### config.mk
export PLATFORM = sky130hd
export DESIGN_NAME = sync_serial_channel
export DESIGN_NICKNAME = d
export VERILOG_FILES = /design/src/design/sync_serial_pkg.sv /design/src/design/prescale_tick.sv /design/src/design/sync_serial_channel.sv
export SDC_FILE = /design/constraint.sdc
export NUM_CORES = 1
export LEC_CHECK = 0
export ABC_CLOCK_PERIOD_IN_PS = 3600
export BUFFER_PORTS_ARGS = -buffer_cell sky130_fd_sc_hd__buf_2
export CORE_ASPECT_RATIO = 0.8
export CORE_MARGIN = 3
export CORE_UTILIZATION = 59
export CTS_BUF_LIST = sky130_fd_sc_hd__clkbuf_4 sky130_fd_sc_hd__clkbuf_8
export DETAILED_ROUTE_END_ITERATION = 16
export GPL_TIMING_DRIVEN = 1
export HOLD_SLACK_MARGIN = 0.12
export PLACE_DENSITY = 0.86
export SYNTH_ARGS = -nofsm -noshare
export SYNTH_HDL_FRONTEND = slang
export SYNTH_HIERARCHICAL = 1
export SYNTH_SLANG_ARGS = --single-unit
### constraint.sdc
create_clock -name mclk -period 3.6 [get_ports mclk]
set_input_delay 0.54 -clock mclk [delete_from_list [all_inputs] [get_ports mclk]]
set_output_delay 0.54 -clock mclk [all_outputs]
set_load 0.02 [all_outputs]
### src/design/sync_serial_pkg.sv
// Purpose: Shared constants for the synchronous serial channel.
// Assumes: 32-bit AHB-Lite register bus, one channel.
// Notes:   Offsets are byte addresses; each register is one word.
package sync_serial_pkg;
    // ****************************************
    // Register map
    // ****************************************
    localparam int ADDR_W = 6;
    localparam logic [5:0] OFF_DATA = 6'h00;
    localparam logic [5:0] OFF_STAT = 6'h04;
    localparam logic [5:0] OFF_CLR = 6'h08;
    localparam logic [5:0] OFF_MODE = 6'h0C;
    localparam logic [5:0] OFF_PRES = 6'h10;
    localparam logic [5:0] OFF_STOP = 6'h14;
    localparam logic [5:0] OFF_ISTAT = 6'h18;
    localparam logic [5:0] OFF_ICLR = 6'h1C;
    localparam logic [5:0] OFF_IEN = 6'h20;
    // ****************************************
    // Field positions
    // ****************************************
    localparam int DATA_W = 8;
    localparam int DIV_LSB = 9;
    localparam int DIV_W = 7;
    localparam int MODE_CKS_BIT = 15;
    localparam int MODE_INTSEL_BIT = 0;
    localparam int MODE_MASTER_BIT = 1;
    localparam int MODE_RUN_BIT = 2;
    localparam int STAT_OVF_BIT = 0;
    localparam int STAT_BFF_BIT = 5;
    localparam int STAT_BUSY_BIT = 6;
    localparam int IRQ_CHAN_BIT = 0;
    localparam int IRQ_OVF_BIT = 1;
    localparam int STOP_CH_BIT = 0;
    // ****************************************
    // Reset values and counts
    // ****************************************
    localparam logic [15:0] MODE_RST = 16'h0000;
    localparam logic [7:0] PRES_RST = 8'h00;
    localparam logic [6:0] DIV_RST = 7'h00;
    localparam logic [2:0] LAST_BIT = 3'h7;
    localparam int PRE_CNT_W = 15;
    localparam int SLAVE_MIN_DIV = 6;
    localparam logic [1:0] HTRANS_NONSEQ = 2'h2;
endpackage

### src/design/prescale_tick.sv
// Purpose: Operating-clock enable pulse from the system clock.
// Assumes: Nibble k selects one pulse every 2**k clocks.
// Notes:   A free counter, so changing k never stalls the pulse.
`timescale 1ns/1ps
`default_nettype none
module prescale_tick #(
    parameter int CNT_W = sync_serial_pkg::PRE_CNT_W
) (
    // Clock and reset
    input wire logic mclk,
    input wire logic rst,
    // Control
    input wire logic [3:0] power,
    // Pulse
    output logic tick
);
    import sync_serial_pkg::*;

    logic [CNT_W-1:0] cntR;
    logic [CNT_W-1:0] cntNxt;
    logic tickR;
    logic tickNxt;
    logic [CNT_W-1:0] mask;

    always_comb begin
        mask = CNT_W'((32'h1 << power) - 32'h1);
        cntNxt = cntR + CNT_W'(1);
        tickNxt = ((cntNxt & mask) == mask);
    end

    always_ff @(posedge mclk or posedge rst) begin
        if (rst) begin
            cntR <= '0;
            tickR <= 1'b0;
        end else begin
            cntR <= cntNxt;
            tickR <= tickNxt;
        end
    end

    assign tick = tickR;
endmodule
`default_nettype wire

### src/design/sync_serial_channel.sv
// Purpose: One synchronous 3-wire serial channel with AHB-Lite registers.
// Assumes: sclkIn and sdi are synchronous to mclk; clock idles high.
// Notes:   Eight-bit words, MSB first, shift on fall, sample on rise.
//
// Local design decisions: register access over AHB-Lite and the placing of the registers.
`timescale 1ns/1ps
`default_nettype none
module sync_serial_channel (
    // Clock and reset
    input wire logic mclk,
    input wire logic rst,
    // AHB-Lite slave
    input wire logic hsel,
    input wire logic [sync_serial_pkg::ADDR_W-1:0] haddr,
    input wire logic [1:0] htrans,
    input wire logic hwrite,
    input wire logic [2:0] hsize,
    input wire logic [31:0] hwdata,
    input wire logic hready,
    output logic hreadyout,
    output logic hresp,
    output logic [31:0] hrdata,
    // Serial link
    input wire logic sclkIn,
    input wire logic sdi,
    output logic sclkOut,
    output logic sclkOeN,
    output logic sdo,
    // Interrupt
    output logic irq
);
    import sync_serial_pkg::*;

    logic [15:0] modeR, modeNxt;
    logic [7:0] presR, presNxt;
    logic [DIV_W-1:0] divR, divNxt;
    logic [DATA_W-1:0] dataR, dataNxt, shR, shNxt, rxShR, rxShNxt;
    logic txFullR, txFullNxt, rxFullR, rxFullNxt, ovfR, ovfNxt, busyR, busyNxt;
    logic [2:0] bitCntR, bitCntNxt;
    logic [1:0] irqStatR, irqStatNxt, irqEnR, irqEnNxt;
    logic irqR, irqNxt, sdoR, sdoNxt, oeNR, oeNNxt;
    logic sclkR, sclkNxt, prevR, prevNxt;
    logic [DIV_W-1:0] halfR, halfNxt;
    logic wPendR, wPendNxt;
    logic [ADDR_W-1:0] wAddrR, wAddrNxt;
    logic [31:0] rdR, rdNxt;
    logic tick, rise, fall, accept, isMaster;
    logic rxDone, bufEmptyEvt, chanEvt, dataRead, dataWrite, clrWrite;

    // ****************************************
    // Operating clock
    // ****************************************
    prescale_tick #(.CNT_W(PRE_CNT_W)) u_pre (
        .mclk(mclk),
        .rst(rst),
        .power(modeR[MODE_CKS_BIT] ? presR[7:4] : presR[3:0]),
        .tick(tick)
    );

    assign isMaster = modeR[MODE_MASTER_BIT];
    assign accept = hsel && htrans[1] && hready;
    assign dataRead = accept && !hwrite && (haddr == OFF_DATA);
    assign dataWrite = wPendR && (wAddrR == OFF_DATA);
    assign clrWrite = wPendR && (wAddrR == OFF_CLR);

    // ****************************************
    // Serial clock edges
    // ****************************************
    // The slave clock is looked at only on operating-clock pulses, so a
    // master faster than opclk/6 gives lost edges rather than glitches.
    always_comb begin
        rise = 1'b0;
        fall = 1'b0;
        halfNxt = halfR;
        sclkNxt = sclkR;
        prevNxt = prevR;
        if (tick) begin
            prevNxt = sclkIn;
            if (busyR && isMaster) begin
                if (halfR == divR) begin
                    halfNxt = '0;
                    sclkNxt = ~sclkR;
                    rise = ~sclkR;
                    fall = sclkR;
                end else begin
                    halfNxt = halfR + DIV_W'(1);
                end
            end else if (busyR) begin
                rise = sclkIn && !prevR;
                fall = !sclkIn && prevR;
            end
        end
        if (!busyR) begin
            sclkNxt = 1'b1;
            halfNxt = '0;
        end
    end

    // ****************************************
    // Shift engine, flags and registers
    // ****************************************
    always_comb begin
        modeNxt = modeR;
        presNxt = presR;
        divNxt = divR;
        dataNxt = dataR;
        shNxt = shR;
        rxShNxt = rxShR;
        txFullNxt = txFullR;
        rxFullNxt = rxFullR;
        ovfNxt = ovfR;
        busyNxt = busyR;
        bitCntNxt = bitCntR;
        irqEnNxt = irqEnR;
        rxDone = 1'b0;
        bufEmptyEvt = 1'b0;
        if (busyR && rise) begin
            rxShNxt = {rxShR[DATA_W-2:0], sdi};
            bitCntNxt = bitCntR + 3'h1;
            if (bitCntR == LAST_BIT) begin
                rxDone = 1'b1;
                busyNxt = 1'b0;
                // Pending byte goes to the shifter before the received byte
                // takes the shared buffer, else continuous mode loses it
                if (txFullR && modeR[MODE_RUN_BIT]) begin
                    shNxt = dataR;
                    txFullNxt = 1'b0;
                    busyNxt = 1'b1;
                    bufEmptyEvt = 1'b1;
                end
                dataNxt = {rxShR[DATA_W-2:0], sdi};
                rxFullNxt = 1'b1;
            end
        end else if (busyR && fall && bitCntR != 3'h0) begin
            shNxt = {shR[DATA_W-2:0], 1'b0};
        end else if (!busyR && txFullR && modeR[MODE_RUN_BIT]) begin
            shNxt = dataR;
            txFullNxt = 1'b0;
            busyNxt = 1'b1;
            bitCntNxt = 3'h0;
            bufEmptyEvt = 1'b1;
        end
        ovfNxt = (ovfR && !(clrWrite && hwdata[STAT_OVF_BIT])) || (rxDone && rxFullR);
        if (dataRead) begin
            rxFullNxt = rxDone;
        end
        if (wPendR) begin
            unique case (wAddrR)
                OFF_DATA: begin
                    dataNxt = hwdata[DATA_W-1:0];
                    divNxt = hwdata[DIV_LSB+DIV_W-1:DIV_LSB];
                    txFullNxt = 1'b1;
                    rxFullNxt = 1'b0;
                end
                OFF_MODE: modeNxt = hwdata[15:0];
                OFF_PRES: presNxt = hwdata[7:0];
                OFF_STOP: begin
                    if (hwdata[STOP_CH_BIT]) begin
                        modeNxt[MODE_RUN_BIT] = 1'b0;
                    end
                end
                OFF_IEN: irqEnNxt = hwdata[1:0];
                default: ;
            endcase
        end
        if (!modeNxt[MODE_RUN_BIT]) begin
            busyNxt = 1'b0;
        end
    end

    // ****************************************
    // Interrupt, bus answer and pin outputs
    // ****************************************
    always_comb begin
        chanEvt = modeR[MODE_INTSEL_BIT] ? bufEmptyEvt : rxDone;
        irqStatNxt = irqStatR;
        if (wPendR && wAddrR == OFF_ICLR) begin
            irqStatNxt = irqStatR & ~hwdata[1:0];
        end
        irqStatNxt[IRQ_CHAN_BIT] = irqStatNxt[IRQ_CHAN_BIT] | chanEvt;
        irqStatNxt[IRQ_OVF_BIT] = irqStatNxt[IRQ_OVF_BIT] | (rxDone && rxFullR);
        irqNxt = |(irqStatNxt & irqEnNxt);
        wPendNxt = accept && hwrite;
        wAddrNxt = accept ? haddr : wAddrR;
        rdNxt = rdR;
        if (accept && !hwrite) begin
            unique case (haddr)
                OFF_DATA: rdNxt = {16'h0000, divR, 1'b0, dataR};
                OFF_STAT: rdNxt = {25'h0, busyR, txFullR || rxFullR, 4'h0, ovfR};
                OFF_MODE: rdNxt = {16'h0000, modeR};
                OFF_PRES: rdNxt = {24'h000000, presR};
                OFF_ISTAT: rdNxt = {30'h0, irqStatR};
                OFF_IEN: rdNxt = {30'h0, irqEnR};
                default: rdNxt = 32'h00000000;
            endcase
        end
        sdoNxt = shNxt[DATA_W-1];
        oeNNxt = !modeNxt[MODE_MASTER_BIT];
    end

    always_ff @(posedge mclk or posedge rst) begin
        if (rst) begin
            modeR <= MODE_RST;
            presR <= PRES_RST;
            divR <= DIV_RST;
            dataR <= '0;
            shR <= '0;
            rxShR <= '0;
            txFullR <= 1'b0;
            rxFullR <= 1'b0;
            ovfR <= 1'b0;
            busyR <= 1'b0;
            bitCntR <= 3'h0;
            irqStatR <= 2'h0;
            irqEnR <= 2'h0;
            irqR <= 1'b0;
            sdoR <= 1'b0;
            oeNR <= 1'b1;
            sclkR <= 1'b1;
            prevR <= 1'b1;
            halfR <= '0;
            wPendR <= 1'b0;
            wAddrR <= '0;
            rdR <= 32'h00000000;
        end else begin
            modeR <= modeNxt;
            presR <= presNxt;
            divR <= divNxt;
            dataR <= dataNxt;
            shR <= shNxt;
            rxShR <= rxShNxt;
            txFullR <= txFullNxt;
            rxFullR <= rxFullNxt;
            ovfR <= ovfNxt;
            busyR <= busyNxt;
            bitCntR <= bitCntNxt;
            irqStatR <= irqStatNxt;
            irqEnR <= irqEnNxt;
            irqR <= irqNxt;
            sdoR <= sdoNxt;
            oeNR <= oeNNxt;
            sclkR <= sclkNxt;
            prevR <= prevNxt;
            halfR <= halfNxt;
            wPendR <= wPendNxt;
            wAddrR <= wAddrNxt;
            rdR <= rdNxt;
        end
    end

    // Zero-wait slave with fixed OKAY: both are constants after reset
    assign hreadyout = 1'b1;
    assign hresp = 1'b0;
    assign hrdata = rdR;
    assign sclkOut = sclkR;
    assign sclkOeN = oeNR;
    assign sdo = sdoR;
    assign irq = irqR;
endmodule
`default_nettype wire

==> flow_summary_export.csv <==
group,metric,value,unit
worst_setup_path,cp-end-kind,"flip-flop",
layout,diodes,0,
job,maxCapViolations,0,
die,die_y,94.5,um
pwr,total_power,3.03,mW
clock_tree,cts.hold.buffers_added,0,
clock_tree,ctsResizeCount,0,
placed_design,gp_congestion,0.882,
logic_synthesis,synth_mux_area_frac,0.114,
grt,grt_pass1_vias,4247,
worst_setup_path,reg2regPathDepth,9,
clock_tree,cts_buffers,17,
grt,grt_pass1_wl,20900,um
timing,min_period,3240,ps
pwr,leakage,3.11,nW
logic_synthesis,ys_seq_area_frac,0.499,
die,ios,88,
logic_synthesis,ys_ff_latch,115,
layout,fill_cells,699,
clock_tree,cts_sinks,115,
placed_design,io_buffer_count,49,
min_path,hp-class,"input port to async pin",
die,coreArea,0.00931,mm2
timing,fin_crit_sh,0.901,
grt,grtUsageTotal,0.249,
placed_design,pre_cts_ws,461,ps
logic_synthesis,synth_top_family_by_area,"compound AO/OA/AOI/OAI gates",
logic_synthesis,netlist_area,0.00578,mm2
worst_setup_path,r2r_start,"modeR[15]",
timing,hold_viol,0,
logic_synthesis,synth-compound-area-share,0.142,
logic_synthesis,synth_async_sr_flop_share,1.00,
timing,setup_tns,0,ps
timing,skew,7.99,ps
layout,area_growth,10.8,%
layout,mostFrequentLayoutCell,"dfrtp_1",
die,die_w,117,um
timing,layout_setup_ws,358,ps
clock_tree,root_buffer,"clkbuf_8",
worst_setup_path,critPathRequiredTime,3910,ps
placed_design,place_hpwl,9090,um
logic_synthesis,synth-edff-count,0,
logic_synthesis,synth_flop_cell,"dfrtp_1",
logic_synthesis,synth_warnings,6,
logic_synthesis,yosysUniqueCellTypes,75,
routing,wl_per_cell,18.4,um
worst_setup_path,startpoint,"modeR[15]",
die,dieArea,0.0110,mm2
routing,vias_per_cell,6.11,
worst_setup_path,timing.rr.end,"u_pre/tick",
pwr,p_int,2.24,mW
clock_tree,clk_latency,430,ps
clock_tree,cts.path.max_buffers,2,
routing,num_vias,4245,
layout,final_nets,624,
timing,max_freq,308,MHz
routing,dr.first_iter.drc_count,381,
pwr,p_clk_frac,0.384,
layout,drive_above_1_share,0.267,
worst_setup_path,cp.arrival,3560,ps
worst_setup_path,r2r_setup_slack,360,ps
pwr,p_comb_frac,0.119,
logic_synthesis,avgSynthCellArea,11.2,um2
grt,grt_start_max_net_pins,60,
timing,worst_slew_pin_slew,972,ps
worst_setup_path,critical_path_class,"flip-flop to flip-flop",
logic_synthesis,netlist_instances,517,
die,num_rows,31,
pwr,switching_share,0.260,
routing,drt_wl_total,12800,um
worst_setup_path,crit_path_max_fanout,13,
timing,rsz0062_at_grt,"no",
clock_tree,clk_pin_slew_worst_paths,70,ps
routing,drc,0,
layout,final_cell_mix,"112 x dfrtp_1, 49 x buf_2, 40 x mux2_2, 32 x nand2_1, 31 x nor2_1",
logic_synthesis,synth-simple-area-share,0.137,
logic_synthesis,synth-xor-area-share,0.0407,
worst_setup_path,crit_path_start_kind,"flip-flop",
clock_tree,cts_tree,"yes",
logic_synthesis,synth_fa_ha_area_frac,0.0130,
routing,drt_pre_antenna_iters,5,
die,start_util,0.621,
pwr,powerDensity,474,mW/mm2
pwr,vdd_drop_max,0.360,mV
clock_tree,htreeDepth,4,
pwr,power_switching,0.789,mW
clock_tree,cts_setup_buffers,0,
grt,antenna_found_initial,0,
timing,slew_viol_final,0,
routing,antenna_left,0,
grt,gr-total-overflow,0,
timing,setup_violations,0,
timing,slew-limit-headroom,0.348,
pwr,pwr-share-seq,0.496,
status,status,"finished, final reports clean",
## logic make-up after synthesis
kind of cell | Yosys count
simple gates | 138
compound gates | 116
flops | 115
mux | 58
buf+inv | 56
xor+xnor | 26
fa+ha+maj | 6
other cells | 2
## metrics by stage
step	instance area, um2	std cells	hold WS (ps)	util
2_1_floorplan	5840	533	444	-
3_3_place_gp	6020	664	459	0.647
3_5_place_dp	6020	664	468	0.647
4_1_cts	6400	695	198	0.688
5_1_grt	6400	695	245	0.688
6_report	6400	695	207	0.688
## cell usage after synthesis, types with 3 or more instances
cell	n	area, um2
ha_1	6	75.1
a21oi_1	22	110
dfstp_2	3	78.8
and2_1	3	18.8
and3_1	12	75.1
nand2_1	32	120
xor2_1	14	123
clkbuf_1	11	41.3
mux2_2	40	450
buf_6	3	33.8
mux2i_1	12	120
o21ai_0	26	130
a221o_1	7	70.1
buf_4	19	143
xnor2_1	11	96.3
a22oi_1	8	60.1
nand2b_1	4	25.0
a22o_1	11	96.3
mux2_4	6	90.1
a21boi_0	4	30.0
nor2b_1	4	25.0
dfrtp_1	112	2800
nor3_1	7	35.0
a21o_1	9	67.6
buf_2	4	20.0
nand3_1	15	75.1
nor2_1	31	116
inv_1	19	71.3
## power by group through the flow
stage          clock (mW)  combinational [mW]  sequential (mW)
2_1_floorplan           0               0.276             1.50
3_3_place_gp            0               0.342             1.52
3_5_place_dp            0               0.359             1.52
4_1_cts              1.19               0.362             1.50
5_1_grt              1.25               0.403             1.52
6_report             1.17               0.362             1.50
## worst max-delay path, cell delays in order, from the launching register on
cell and delay, ps:
dfrtp_1 490, mux2_2 480, nor3_1 450, nand2b_1 150
ha_1 330, or4b_2 700, o21ai_0 100, a22oi_1 90
o221ai_1 230, nor3_2 80
## worst max-delay path by stage
stage	to	slack (ps)	cells past startpoint
floorplan	bitCntR[0]	470	1
global placement	u_pre/tick	620	9
detailed placement	u_pre/tick	460	9
CTS	u_pre/tick	440	9
global route	u_pre/tick	200	9
finish	u_pre/tick	360	9
## flip-flops by register name (all words and copies together) (netlist names), 2 cells and up
signal,flops
presR,8
bitCntR,3
hrdata,16
modeR,16
irqStatR,2
dataR,8
halfR,7
u_pre/cntR,15
rxShR,7
divR,7
irqEnR,2
shR,8
wAddrR,6
## routing by layer
layer | part of all wire | up-vias | GRT usage
li1 | - | 1932 | -
met1 | 0.45 | 2132 | 0.342
met3 | 0.059 | 25 | 0.0717
met4 | 0.020 | 0 | 0.104
met2 | 0.47 | 156 | 0.374
met5 | 0 | - | 0
## cell type report
type	count	area, um2	area share
well taps	115	144	0.0225
clock inverters	6	80.1	0.0125
flip-flops and latches	115	2880	0.450
repair buffers	53	275	0.0430
multi-input cells	362	2650	0.414
inverters	19	73.8	0.0115
clock buffers	25	300	0.0469
Power figures use the tool's default switching activity.
